### src/hdl/pcd_pkg.sv
// Purpose: shared constants for the pulse-count LED dimmer link
// Assumes: 125 MHz reference clock on both ends
// Notes:   times are kept in their printed units, counts derived from them
package pcd_pkg;

    // ----------------------------------------------------------------
    // Clock and timing
    // ----------------------------------------------------------------
    localparam int CLK_MHZ          = 125;
    localparam int SHDN_LOW_US      = 1500;   // 1.5 ms
    localparam int PUMP_DELAY_US    = 400;
    localparam int SETUP_HIGH_US    = 10;
    localparam int PULSE_MIN_NS     = 300;
    localparam int PULSE_MAX_US     = 200;
    localparam int SHDN_LOW_CYC     = SHDN_LOW_US * CLK_MHZ;
    localparam int PUMP_DELAY_CYC   = PUMP_DELAY_US * CLK_MHZ;
    localparam int SETUP_HIGH_CYC   = SETUP_HIGH_US * CLK_MHZ;
    localparam int PULSE_MIN_CYC    = (PULSE_MIN_NS * CLK_MHZ + 999) / 1000;
    localparam int PULSE_MAX_CYC    = PULSE_MAX_US * CLK_MHZ;

    // ----------------------------------------------------------------
    // Current levels
    // ----------------------------------------------------------------
    localparam int STEP_W           = 5;
    localparam int LEVEL_W          = 8;
    localparam logic [STEP_W-1:0] STEP_FULL = 5'h00;
    localparam logic [STEP_W-1:0] STEP_ZERO = 5'h1f;
    localparam logic [LEVEL_W-1:0] LEVEL_FULL = 8'h96; // 150 mA

    typedef enum logic [1:0] {
        PCD_SHUTDOWN,
        PCD_ARMED,
        PCD_ACTIVE
    } pcd_state_e;

    typedef enum logic {
        PCD_GAIN_1X,
        PCD_GAIN_1P5X
    } pcd_gain_e;

endpackage : pcd_pkg

### src/hdl/pcd_link_if.sv
// Purpose: single-wire enable/dim line between host and dimmer
// Assumes: host is the only driver of the line
// Notes:   level is a plain wire, no tristate needed
`timescale 1ns/1ps
interface pcd_link_if;
    logic enable_dim_input;
    modport host   (output enable_dim_input);
    modport device (input  enable_dim_input);
endinterface : pcd_link_if

### src/hdl/pcd_level_lut.sv
// Purpose: maps a 5-bit step index to a per-channel current in 0.5 mA units
// Assumes: index 0 is full scale, index 31 is zero
// Notes:   registered output so the top drives sinks from a flip-flop
`timescale 1ns/1ps
module pcd_level_lut
    import pcd_pkg::*;
(
    input  wire logic               ref_clk_i,
    input  wire logic               resetn_i,
    input  wire logic [STEP_W-1:0]  step_i,
    output logic      [LEVEL_W:0]   half_ma_o
);

    // ----------------------------------------------------------------
    // Table
    // ----------------------------------------------------------------
    // Values in half-milliamps, following the pulse-count table
    function automatic logic [LEVEL_W:0] lut(input logic [STEP_W-1:0] s);
        logic [LEVEL_W:0] v;
        case (s)
            5'h00: v = 9'h12c; 5'h01: v = 9'h122; 5'h02: v = 9'h118; 5'h03: v = 9'h10f;
            5'h04: v = 9'h106; 5'h05: v = 9'h0fc; 5'h06: v = 9'h0f2; 5'h07: v = 9'h0e8;
            5'h08: v = 9'h0de; 5'h09: v = 9'h0d5; 5'h0a: v = 9'h0cb; 5'h0b: v = 9'h0c2;
            5'h0c: v = 9'h0b8; 5'h0d: v = 9'h0ae; 5'h0e: v = 9'h0a4; 5'h0f: v = 9'h09b;
            5'h10: v = 9'h091; 5'h11: v = 9'h088; 5'h12: v = 9'h07e; 5'h13: v = 9'h074;
            5'h14: v = 9'h06a; 5'h15: v = 9'h061; 5'h16: v = 9'h057; 5'h17: v = 9'h04e;
            5'h18: v = 9'h044; 5'h19: v = 9'h03a; 5'h1a: v = 9'h030; 5'h1b: v = 9'h026;
            5'h1c: v = 9'h01d; 5'h1d: v = 9'h014; 5'h1e: v = 9'h00a;
            default: v = 9'h000;
        endcase
        return v;
    endfunction : lut

    always_ff @(posedge ref_clk_i or negedge resetn_i) begin
        if (!resetn_i) begin
            half_ma_o <= '0;
        end else begin
            half_ma_o <= lut(step_i);
        end
    end

endmodule : pcd_level_lut

### src/hdl/pcd_dimmer.sv
// What this block does
// - first rise enables, currents stay zero
// - first falling edge loads full scale
// - each further fall steps down one
// - thirty-second pulse gives zero, stays enabled
// - pulse after zero wraps to full
// - low for 1.5 ms means shutdown
// - shutdown puts sinks in high impedance
// - one input, one count, both channels
// - undervoltage disables all channels
// - pump starts in unity gain
// - regulation loss switches to 1.5x after 400 us
// - pump sequence restarts on wake
// - host pulses 300 ns to 200 us
// - host spaces pulses 300 ns apart
// - pulse rate 5 kHz to 1 MHz
// - current follows pulse-count table
//
// Purpose: device end, decodes the enable/dim line into channel currents
// Assumes: undervoltage and regulation-fail come from analog comparators
// Notes:   current is reported in 0.5 mA units per channel
`timescale 1ns/1ps
module pcd_dimmer
    import pcd_pkg::*;
#(
    parameter int SHDN_CYC  = SHDN_LOW_CYC,
    parameter int PUMP_CYC  = PUMP_DELAY_CYC
) (
    input  wire logic              ref_clk_i,
    input  wire logic              resetn_i,
    pcd_link_if.device             link,
    input  wire logic              undervolt_i,
    input  wire logic              reg_fail_i,
    output logic                   enabled_o,
    output logic       [LEVEL_W:0] channel_one_sink_o,
    output logic       [LEVEL_W:0] channel_two_sink_o,
    output logic                   sink_oe_o,
    output logic                   pump_gain_1p5x_o
);

    // ----------------------------------------------------------------
    // Helpers
    // ----------------------------------------------------------------
    // Gating is shared by both channels so they can never disagree
    function automatic logic [LEVEL_W:0] gated_level(
        input logic             on,
        input logic [LEVEL_W:0] lvl
    );
        return on ? lvl : '0;
    endfunction : gated_level

    // ----------------------------------------------------------------
    // Input synchronisers
    // ----------------------------------------------------------------
    logic line_meta, line_sync, line_prev;
    logic uv_meta, uv_sync, rf_meta, rf_sync;

    always_ff @(posedge ref_clk_i or negedge resetn_i) begin
        if (!resetn_i) begin
            line_meta <= 1'b0;
            line_sync <= 1'b0;
            line_prev <= 1'b0;
        end else begin
            line_meta <= link.enable_dim_input;
            line_sync <= line_meta;
            line_prev <= line_sync;
        end
    end

    // Supply starts suspect until the comparator says otherwise
    always_ff @(posedge ref_clk_i or negedge resetn_i) begin
        if (!resetn_i) begin
            uv_meta <= 1'b1;
            uv_sync <= 1'b1;
            rf_meta <= 1'b0;
            rf_sync <= 1'b0;
        end else begin
            uv_meta <= undervolt_i;
            uv_sync <= uv_meta;
            rf_meta <= reg_fail_i;
            rf_sync <= rf_meta;
        end
    end

    // Prev resets low like the line, so the first high reads as a wake
    // Any low or high of one sample or more is seen as an edge
    wire rise = line_sync & ~line_prev;
    wire fall = ~line_sync & line_prev;

    // ----------------------------------------------------------------
    // Low-time counter
    // ----------------------------------------------------------------
    logic [31:0] low_cnt;
    logic        low_expired;

    // Only length matters; any low shorter than shutdown is one step
    always_ff @(posedge ref_clk_i or negedge resetn_i) begin
        if (!resetn_i) begin
            low_cnt     <= '0;
            low_expired <= 1'b0;
        end else if (line_sync) begin
            low_cnt     <= '0;
            low_expired <= 1'b0;
        end else if (!low_expired) begin
            low_cnt     <= low_cnt + 32'h1;
            // Set on the SHDN_CYC-th low sample; one fewer is still a step
            low_expired <= (low_cnt >= 32'(SHDN_CYC - 1));
        end
    end

    // ----------------------------------------------------------------
    // Enable state and step index
    // ----------------------------------------------------------------
    pcd_state_e        state;
    logic [STEP_W-1:0] step;
    logic              wake;

    always_ff @(posedge ref_clk_i or negedge resetn_i) begin
        if (!resetn_i) begin
            state <= PCD_SHUTDOWN;
            step  <= STEP_FULL;
            wake  <= 1'b0;
        end else begin
            wake <= 1'b0;
            case (state)
                PCD_SHUTDOWN: begin
                    // Full scale waits in the index so the first fall after
                    // a wake never shows a stale level for a cycle
                    step <= STEP_FULL;
                    if (rise) begin
                        state <= PCD_ARMED;
                        wake  <= 1'b1;
                    end
                end
                PCD_ARMED: if (low_expired) begin
                    state <= PCD_SHUTDOWN;
                end else if (fall) begin
                    state <= PCD_ACTIVE;
                    step  <= STEP_FULL;
                end
                PCD_ACTIVE: if (low_expired) begin
                    state <= PCD_SHUTDOWN;
                end else if (fall) begin
                    // 5-bit wrap: zero level rolls back to full
                    step <= step + 5'h01;
                end
                default: state <= PCD_SHUTDOWN;
            endcase
        end
    end

    // ----------------------------------------------------------------
    // Channel drive
    // ----------------------------------------------------------------
    logic [LEVEL_W:0] level;

    pcd_level_lut u_lut (
        .ref_clk_i (ref_clk_i),
        .resetn_i  (resetn_i),
        .step_i    (step),
        .half_ma_o (level)
    );

    // Count is kept through undervoltage; only the drive is gated
    wire drive = (state == PCD_ACTIVE) && !uv_sync;

    always_ff @(posedge ref_clk_i or negedge resetn_i) begin
        if (!resetn_i) begin
            enabled_o          <= 1'b0;
            sink_oe_o          <= 1'b0;
            channel_one_sink_o <= '0;
            channel_two_sink_o <= '0;
        end else begin
            enabled_o          <= (state != PCD_SHUTDOWN);
            sink_oe_o          <= (state != PCD_SHUTDOWN);
            channel_one_sink_o <= gated_level(drive, level);
            channel_two_sink_o <= gated_level(drive, level);
        end
    end

    // ----------------------------------------------------------------
    // Charge pump gain sequencer
    // ----------------------------------------------------------------
    logic [31:0] pump_cnt;

    always_ff @(posedge ref_clk_i or negedge resetn_i) begin
        if (!resetn_i) begin
            pump_cnt         <= '0;
            pump_gain_1p5x_o <= 1'b0;
        end else if (wake || state == PCD_SHUTDOWN) begin
            pump_cnt         <= '0;
            pump_gain_1p5x_o <= 1'b0;
        end else if (!pump_gain_1p5x_o) begin
            // A short recovery restarts the delay; the loss must persist
            if (!rf_sync) begin
                pump_cnt <= '0;
            end else if (pump_cnt >= 32'(PUMP_CYC - 1)) begin
                pump_gain_1p5x_o <= 1'b1;
            end else begin
                pump_cnt <= pump_cnt + 32'h1;
            end
        end
    end

endmodule : pcd_dimmer

### src/flat_wrapper.sv
// flat-port wrapper written by rule: the top's interface ports become plain ports
module pcd_dimmer_flat import pcd_pkg::*;
#(
    parameter int SHDN_CYC  = SHDN_LOW_CYC,
    parameter int PUMP_CYC  = PUMP_DELAY_CYC
)
  (ref_clk_i, resetn_i, undervolt_i, reg_fail_i, enabled_o, channel_one_sink_o, channel_two_sink_o, sink_oe_o, pump_gain_1p5x_o, link_enable_dim_input);
  pcd_link_if link_i ();
  input  wire logic ref_clk_i;
  input  wire logic resetn_i;
  input  wire logic undervolt_i;
  input  wire logic reg_fail_i;
  output logic enabled_o;
  output logic       [LEVEL_W:0] channel_one_sink_o;
  output logic       [LEVEL_W:0] channel_two_sink_o;
  output logic sink_oe_o;
  output logic pump_gain_1p5x_o;
  input wire logic [$bits(link_i.enable_dim_input)-1:0] link_enable_dim_input;
  assign link_i.enable_dim_input = link_enable_dim_input;
  pcd_dimmer #(.SHDN_CYC(SHDN_CYC), .PUMP_CYC(PUMP_CYC)) u_core (.ref_clk_i(ref_clk_i), .resetn_i(resetn_i), .link(link_i), .undervolt_i(undervolt_i), .reg_fail_i(reg_fail_i), .enabled_o(enabled_o), .channel_one_sink_o(channel_one_sink_o), .channel_two_sink_o(channel_two_sink_o), .sink_oe_o(sink_oe_o), .pump_gain_1p5x_o(pump_gain_1p5x_o));
endmodule
### config.mk
export PLATFORM = sky130hd
export DESIGN_NAME = pcd_dimmer_flat
export DESIGN_NICKNAME = d
export VERILOG_FILES = /design/src/hdl/pcd_pkg.sv /design/src/hdl/pcd_link_if.sv /design/src/hdl/pcd_level_lut.sv /design/src/hdl/pcd_dimmer.sv /design/src/flat_wrapper.sv
export SDC_FILE = /design/constraint.sdc
export NUM_CORES = 1
export LEC_CHECK = 0
export BUFFER_PORTS_ARGS = -buffer_cell sky130_fd_sc_hd__buf_2
export CAP_MARGIN = 5
export CORE_ASPECT_RATIO = 1.2
export CORE_MARGIN = 2
export CORE_UTILIZATION = 34
export CTS_CLUSTER_SIZE = 8
export DETAILED_ROUTE_END_ITERATION = 10
export SETUP_SLACK_MARGIN = 0.02
export SYNTH_ARGS = -nofsm -noshare
export SYNTH_HDL_FRONTEND = slang
export SYNTH_SLANG_ARGS = --single-unit
### constraint.sdc
create_clock -name ref_clk_i -period 2.95 [get_ports ref_clk_i]
set_clock_uncertainty 0.1 [all_clocks]
set_input_delay 0.59 -clock ref_clk_i [delete_from_list [all_inputs] [get_ports ref_clk_i]]
set_output_delay 0.59 -clock ref_clk_i [all_outputs]
set_load 0.05 [all_outputs]
# ---- Word level (Yosys, flattened, before mapping)
# Memories as Yosys holds them, arrays and structs flattened. A register that Yosys moved wholly into a read port is not among the register bits.
# Cells that the tools add are included.
dict set report totals {
  input_bits 5
  word_cells 73
  mem_count 1
  mem_bits_ro 288
  reg_bits 91
}
# name depth word_bits rd rd_clocked_by_memory_dff write_ports line_no
set mem_list {}
lappend mem_list {{(no name shown)} 32 9 1 1 0 pcd_level_lut.sv:20} ;# case (s)
dict set report op_classes {
  order_cmp 2
  add_sub_neg 3
  muxes 25
  bitwise_logic 4
  eq_ne 12
  n_reduce_logical 10
}
# cell n
set op_table {}
lappend op_table {{$mux 32} 6}
lappend op_table {{$add 32x1->32 const B} 2}
lappend op_table {{$ge 32x16->1 const B} 1}
lappend op_table {{$ge 32x18->1 const B} 1}
lappend op_table {{$mux 5} 4}
lappend op_table {{$pmux 5 s3} 1}
lappend op_table {{$ne 2x1->1 const B} 5}
lappend op_table {{$mux 9} 1}
lappend op_table {{$mux 1} 8}
lappend op_table {{$mux 2} 4}
lappend op_table {{$ne 2x2->1 const B} 3}
lappend op_table {{$pmux 2 s3} 1}
lappend op_table {{$add 5x1->5 const B} 1}
lappend op_table {{$reduce_and 5->1} 1}
lappend op_table {{$ne 3x1->1 const B} 1}
lappend op_table {{$ne 3x3->1 const B} 1}
lappend op_table {{$reduce_and 3->1} 1}
lappend op_table {{$reduce_bool 3->1} 1}
lappend op_table {{$and 1x1->1} 2}
lappend op_table {{$eq 2x1->1 const B} 1}
lappend op_table {{$eq 2x2->1 const B} 1}
lappend op_table {{$logic_not 1->1} 2}
lappend op_table {{$logic_not 2->1} 1}
lappend op_table {{$not 1->1} 2}
lappend op_table {{other kinds (4)} 4}

# ---- Depth between registers and ports, before layout
dict set report depth {
  depth_word 5
  ltp_mapped 8
  depth_no_buf 7
}

# ---- Hierarchy
# A second synthesis with hierarchy kept.
dict set report hier_totals {
  hier_cells 490
  hier_area_um2 4971.0
}
# mod instances seq_area_each_um2 cells_each area_each_um2
set modules_own_cells {}
lappend modules_own_cells {pcd_dimmer 1 2279.7 415 4242.8}
lappend modules_own_cells {pcd_level_lut 1 225.2 75 728.2}

# ---- Worst setup path after synthesis
# No wires, ideal clock.
dict set report synth_path {
  path_kind {register to register}
  start {reg u_core.low_expired}
  end {reg u_core.low_cnt[31]}
  path_stages_with_launch 7
  arrival_ps 1830
  path_buffers 1
  setup_time_ps 132
  setup_slack_ps 888
  synth_period_minus_slack_ps 2062
  required_time_ps 2718
  path_cell_list {dfrtp_1 buf_2 nor2b_1 nor4_1 or4b_1 xor2_1 nor2_1}
}
dict set report synth_via {
  elab_chain_cells 1
}
# element line_no
set synth_lines {}
lappend synth_lines {{from (decl)} pcd_dimmer.sv:94} ;# logic low_expired;
lappend synth_lines {{from (signal assigned)} pcd_dimmer.sv:107} ;# low_expired <= (low_cnt >= 32'(SHDN_CYC - 1));
lappend synth_lines {{$ne 2x1->1 (no source line)} -}
lappend synth_lines {{to (signal assigned)} pcd_dimmer.sv:105} ;# low_cnt <= low_cnt + 32'h1;
lappend synth_lines {{to (decl)} pcd_dimmer.sv:93} ;# logic [31:0] low_cnt;
# No other way between the ends.
# A chain may end at the register's enable or synchronous reset.

# ---- Worst setup path after layout
dict set report layout_path {
  start {reg u_core.pump_cnt[13]}
  end {reg u_core.pump_cnt[14]}
}
dict set report layout_via {
  elab_chain_cells 5
  elab_cells_between_ends 8
  cone_classes {add/sub (1); order compare (1); eq/ne (1); mux (4); reduce/logical (1)}
}
# element line_no
set layout_lines {}
lappend layout_lines {{from (decl)} pcd_dimmer.sv:184} ;# logic [31:0] pump_cnt;
lappend layout_lines {{from (signal assigned)} pcd_dimmer.sv:200} ;# pump_cnt <= pump_cnt + 32'h1;
lappend layout_lines {{$add 32x1->32} pcd_dimmer.sv:200}
lappend layout_lines {{$mux 32} pcd_dimmer.sv:197} ;# end else if (pump_cnt >= 32'(PUMP_CYC - 1)) begin
lappend layout_lines {{$mux 32} pcd_dimmer.sv:195} ;# if (!rf_sync) begin
lappend layout_lines {{$mux 32} pcd_dimmer.sv:193} ;# end else if (!pump_gain_1p5x_o) begin
lappend layout_lines {{$mux 32} pcd_dimmer.sv:190} ;# end else if (wake || state == PCD_SHUTDOWN) begin
# Parallel ways exist; a longest one is shown, timed or not. The select of a mux whose other input is x is not followed.

==> flow_summary.html <==
<table>
<tr><th>Metric</th><th>Value</th></tr>
<tr><th colspan="2">Clocking</th></tr>
<tr><td>Num CTS Buffers</td><td>9</td></tr>
<tr><td>Clock-pin slew on the worst setup and hold paths</td><td>around 0.07 ns</td></tr>
<tr><td>Hold bufs inserted after CTS</td><td>0</td></tr>
<tr><td>Clock tree buffer depth</td><td>2</td></tr>
<tr><td>Clock sink count</td><td>100</td></tr>
<tr><td>Setup Buffers After CTS</td><td>0</td></tr>
<tr><td>Worst-Skew Late Latency</td><td>approximately 0.35 ns</td></tr>
<tr><td>Clk root buf</td><td>sky130_fd_sc_hd__clkbuf_16</td></tr>
<tr><td>Htree depth</td><td>3</td></tr>
<tr><td>TritonCTS clock tree</td><td>done</td></tr>
<tr><td>CTS resizes</td><td>0</td></tr>
<tr><th colspan="2">GRT</th></tr>
<tr><td>Residual overflow from global routing</td><td>0</td></tr>
<tr><td>Number of antenna violations at the first check in global routing</td><td>0</td></tr>
<tr><td>Number of global-route vias before repair</td><td>3557</td></tr>
<tr><td>Total GRT Usage</td><td>a little over an eighth</td></tr>
<tr><td>Pin count of the biggest net entering global routing</td><td>~60</td></tr>
<tr><td>Wire length of the first global-routing pass</td><td>16.80 mm</td></tr>
<tr><th colspan="2">Layout</th></tr>
<tr><td>Number of nets in the layout</td><td>between 500 and 600</td></tr>
<tr><td>Total of fill cells in the finished design</td><td>1354</td></tr>
<tr><td>Number of antenna diodes</td><td>0</td></tr>
<tr><td>Number of non-filler instances in the completed layout</td><td>around 680</td></tr>
<tr><td>Synthesis-to-layout area growth</td><td>12.06%</td></tr>
<tr><td>Util after Layout</td><td>39.28%</td></tr>
<tr><td>Layout cell share with drive strength beyond 1</td><td>a little under an eighth</td></tr>
<tr><th colspan="2">Synth</th></tr>
<tr><td>Netlist cell types</td><td>54</td></tr>
<tr><td>Post-Syn Instances</td><td>around 490</td></tr>
<tr><td>Largest cells by area after synthesis</td><td>sky130_fd_sc_hd__dfrtp_1 (50%), sky130_fd_sc_hd__and2_1 (3.5%), sky130_fd_sc_hd__nand2_1 (3.5%)</td></tr>
<tr><td>Post-Synthesis Mean Instance Area</td><td>approximately 10 um^2</td></tr>
<tr><td>Combined area of all synthesized cells</td><td>4865 um^2</td></tr>
<tr><td>Post-synthesis async set-or-reset flop share</td><td>100.0%</td></tr>
<tr><td>Proportion of netlist area held by the largest area contributor</td><td>50.41%</td></tr>
<tr><td>Cell taking the most area after synthesis</td><td>sky130_fd_sc_hd__dfrtp_1</td></tr>
<tr><td>Most common flop cell mapped by yosys</td><td>sky130_fd_sc_hd__dfrtp_1</td></tr>
<tr><td>Synth Register Bits</td><td>100</td></tr>
<tr><td>Post-synthesis sequential area ratio</td><td>slightly above 50%</td></tr>
<tr><td>Post-Syn Nets</td><td>502</td></tr>
<tr><td>Yosys warning count</td><td>0</td></tr>
<tr><td>Leading cell type by number of instances after synthesis</td><td>sky130_fd_sc_hd__dfrtp_1</td></tr>
<tr><td>Top cell types by occurrence after synthesis</td><td>sky130_fd_sc_hd__dfrtp_1 (98), sky130_fd_sc_hd__nand2_1 (45), sky130_fd_sc_hd__nor2_1 (41), sky130_fd_sc_hd__and2_1 (27), sky130_fd_sc_hd__o21ai_0 (19)</td></tr>
<tr><td>Number of synthesized flops with an enable pin</td><td>0</td></tr>
<tr><th colspan="2">Critical path</th></tr>
<tr><td>Category of cells accounting for the largest share of critical-path delay</td><td>compound AO/OA/AOI/OAI gates</td></tr>
<tr><td>Launch instance of the worst register-to-register path</td><td>u_core.pump_cnt[13]</td></tr>
<tr><td>Reg2reg end</td><td>u_core.pump_cnt[14]</td></tr>
<tr><td>Crit path buf inv count</td><td>0</td></tr>
<tr><td>Crit Path Category</td><td>reg -&gt; reg</td></tr>
<tr><td>CP Cell Sequence</td><td>or4_1 -&gt; nand3_1 -&gt; o2111ai_1 -&gt; o311ai_0 -&gt; o21ai_0</td></tr>
<tr><td>Critical Path Fanout Max</td><td>13</td></tr>
<tr><td>Setup slack on the worst flop-to-flop path</td><td>0.50 ns</td></tr>
<tr><td>Sort of element at the end of the critical path</td><td>flop</td></tr>
<tr><td>Data arrival time of the critical path</td><td>2.56 ns</td></tr>
<tr><td>Startpoint type of the worst setup path</td><td>flop</td></tr>
<tr><td>Depth of the most critical reg-to-reg path</td><td>5</td></tr>
<tr><td>Stage delay of the slowest cell on the critical path</td><td>0.52 ns</td></tr>
<tr><td>Highest-delay cell along the critical path</td><td>sky130_fd_sc_hd__or4_1</td></tr>
<tr><td>Critical path required time</td><td>3.06 ns</td></tr>
<tr><th colspan="2">STA</th></tr>
<tr><td>Setup-violating endpoint count in the final report</td><td>0</td></tr>
<tr><td>Remaining max-slew budget at the tightest pin</td><td>31.15%</td></tr>
<tr><td>RSZ-0062 raised after global routing</td><td>false</td></tr>
<tr><td>Final hold violations</td><td>0</td></tr>
<tr><td>Min cycle time layout</td><td>2.453 ns</td></tr>
<tr><td>Final TNS setup</td><td>0 ns</td></tr>
<tr><td>Transition time of the tightest slew-check pin</td><td>1.029 ns</td></tr>
<tr><td>Final Cycle Share</td><td>83.15%</td></tr>
<tr><td>Slew Viols, Final</td><td>0</td></tr>
<tr><td>Top achievable clock speed</td><td>407.7 MHz</td></tr>
<tr><th colspan="2">Placement</th></tr>
<tr><td>Placer Congestion</td><td>approximately 0.82</td></tr>
<tr><td># port buffers</td><td>25</td></tr>
<tr><td>Total placed cells including tap cells</td><td>660</td></tr>
<tr><td>Half-perimeter wire length after placement</td><td>6.313 mm</td></tr>
<tr><th colspan="2">Run status</th></tr>
<tr><td>Result of the run</td><td>complete, but fails checks</td></tr>
<tr><td>Failing checks</td><td>design-rule violations</td></tr>
<tr><th colspan="2">Route</th></tr>
<tr><td>Routed vias</td><td>3566</td></tr>
<tr><td>Iteration-0 DRC Markers</td><td>about 220</td></tr>
<tr><td>Final wirelength</td><td>between 9 and 10 mm</td></tr>
<tr><td>First-pass iteration count of the detailed router</td><td>7</td></tr>
<tr><td># DRC</td><td>1</td></tr>
<tr><td>Detailed-route vias per instance</td><td>between 5 and 6</td></tr>
<tr><td>WL per Instance</td><td>~14 um</td></tr>
<tr><td>Number of nets with antenna violations after routing</td><td>0</td></tr>
<tr><th colspan="2">Power and ir drop</th></tr>
<tr><td>VDD IR max</td><td>between 0.2 and 0.3 mV</td></tr>
<tr><td>Static Leak</td><td>2.338 nW</td></tr>
<tr><td>Power Dens Cells</td><td>588.5 nW/um^2</td></tr>
<tr><th colspan="2">Min path</th></tr>
<tr><td>Classification of the worst-slack hold path</td><td>in -&gt; async</td></tr>
<tr><th colspan="2">Floorplanning</th></tr>
<tr><td>Number of primary I/O pins</td><td>26</td></tr>
<tr><td>Core Box Area</td><td>13880 um^2</td></tr>
<tr><td>DIE AREA</td><td>15280 um^2</td></tr>
<tr><td>Die Y-Extent</td><td>135.0 um</td></tr>
<tr><td>Horiz. Die Dim</td><td>113.2 um</td></tr>
<tr><td>Effective utilization at floorplan</td><td>35.05%</td></tr>
<tr><td>Placement Rows</td><td>47</td></tr>
<tr><th colspan="2">Flow run</th></tr>
<tr><td>Max-cap violation count</td><td>0</td></tr>
</table>
report_power, final:
part	switching, W	total, W	leakage, nW	internal (W)
Combinational	0.000320	0.000435	0.829	0.000115
Sequential	0.0000554	0.00149	1.35	0.00143
Clock	0.000531	0.00129	0.159	0.000757
Total	0.000907	0.00321	2.34	0.00230
routing by layer:
metal,vias up,part of all wire [%],routed length (um),track usage (%)
met2,39,50,4636,22.42
met3,7,2.5,229,2.648
met5,-,0,0,0
li1,1745,-,-,-
met4,0,1.0,93,4.743
met1,1775,46,4299,16.73
worst max path at each step:
| stage | depth (start not counted) | from | endpoint |
|---|---|---|---|
| 3_5_place_dp | 5 | u_core.pump_cnt[13] | u_core.pump_cnt[14] |
| 6_report | 5 | u_core.pump_cnt[13] | u_core.pump_cnt[14] |
| 4_1_cts | 5 | u_core.pump_cnt[13] | u_core.pump_cnt[14] |
| 3_3_place_gp | 5 | u_core.pump_cnt[13] | u_core.pump_cnt[14] |
| 2_1_floorplan | 6 | u_core.low_expired | u_core.low_cnt[31] |
| 5_1_grt | 6 | u_core.pump_cnt[0] | u_core.pump_cnt[14] |
layout make-up:
type                    instances  area [um^2]  share of cell area [%]
inverters                      14        52.55                  0.9640
well taps                     171        214.0                   3.925
multi-input cells             343         2157                   39.57
clock inverters                 7        105.1                   1.928
repair buffers                 32        192.7                   3.535
flip-flops and latches        100         2505                   45.95
clock buffers                   9        225.2                   4.131
sequential cells by signal, summed over array words and instances (netlist names), 2 cells and up:
register	cells
u_core.u_lut.half_ma_o	9
u_core.step	5
u_core.state	2
u_core.pump_cnt	32
u_core.low_cnt	32
u_core.channel_one_sink_o	9
cell usage in the layout, fill, tap and decap left out, types with 2 or more instances in the layout:
master	synthesis	routed
sky130_fd_sc_hd__inv_1	12	12
sky130_fd_sc_hd__dfstp_2	2	2
sky130_fd_sc_hd__or4_1	2	2
sky130_fd_sc_hd__o211ai_1	18	18
sky130_fd_sc_hd__o31ai_1	14	14
sky130_fd_sc_hd__o2111ai_1	2	2
sky130_fd_sc_hd__clkinv_1	2	2
sky130_fd_sc_hd__nor4_1	15	15
sky130_fd_sc_hd__and2_1	27	27
sky130_fd_sc_hd__a21o_1	3	3
sky130_fd_sc_hd__nand4b_1	3	3
sky130_fd_sc_hd__mux2i_1	3	3
sky130_fd_sc_hd__bufinv_16	0	2
sky130_fd_sc_hd__or2_2	4	4
sky130_fd_sc_hd__inv_6	0	2
sky130_fd_sc_hd__nor3_1	8	8
sky130_fd_sc_hd__buf_4	11	7
sky130_fd_sc_hd__nand2b_1	4	4
sky130_fd_sc_hd__clkbuf_16	0	9
sky130_fd_sc_hd__o21ai_0	19	19
sky130_fd_sc_hd__or3_1	8	8
sky130_fd_sc_hd__dfrtp_1	98	98
sky130_fd_sc_hd__o221ai_1	2	2
sky130_fd_sc_hd__and4_1	4	4
sky130_fd_sc_hd__buf_2	3	24
sky130_fd_sc_hd__nand3_1	18	18
sky130_fd_sc_hd__xnor2_1	11	11
sky130_fd_sc_hd__nand3b_1	3	3
sky130_fd_sc_hd__a21oi_1	15	15
sky130_fd_sc_hd__ha_1	12	12
sky130_fd_sc_hd__nor2_1	41	41
sky130_fd_sc_hd__nand2_1	45	45
sky130_fd_sc_hd__and3_1	13	13
sky130_fd_sc_hd__nand4_1	9	9
sky130_fd_sc_hd__xor2_1	15	15
sky130_fd_sc_hd__nor2b_1	3	3
sky130_fd_sc_hd__a211oi_1	2	2
sky130_fd_sc_hd__a31oi_1	3	3
cells by family (layout without fill, tap and decap cells):
logic type,Yosys count,after routing,share of synthesized area [%]
adder cells (fa/ha/maj),12,12,3.086
multiplexers,5,5,1.312
AO/OA/AOI/OAI,88,88,12.19
XOR/XNOR,26,26,4.681
AND/OR/NAND/NOR,212,212,23.07
buffers and inverters,42,62,4.167
flip-flops,100,100,51.49
per-stage QoR:
stage / total power [W] / hold WS, ns / area (um^2) / worst slack, ns
floorplan: 0.001845 / 0.1944 / 4865 / 0.8883
global placement: 0.001944 / 0.2329 / 5121 / 0.5822
detailed placement: 0.001951 / 0.2378 / 5121 / 0.5721
CTS: 0.003247 / 0.2359 / 5451 / 0.5094
global route: 0.003354 / 0.2297 / 5451 / 0.2726
finish: 0.003208 / 0.1994 / 5451 / 0.4970
Note: power is estimated with default switching activity, not from simulation.
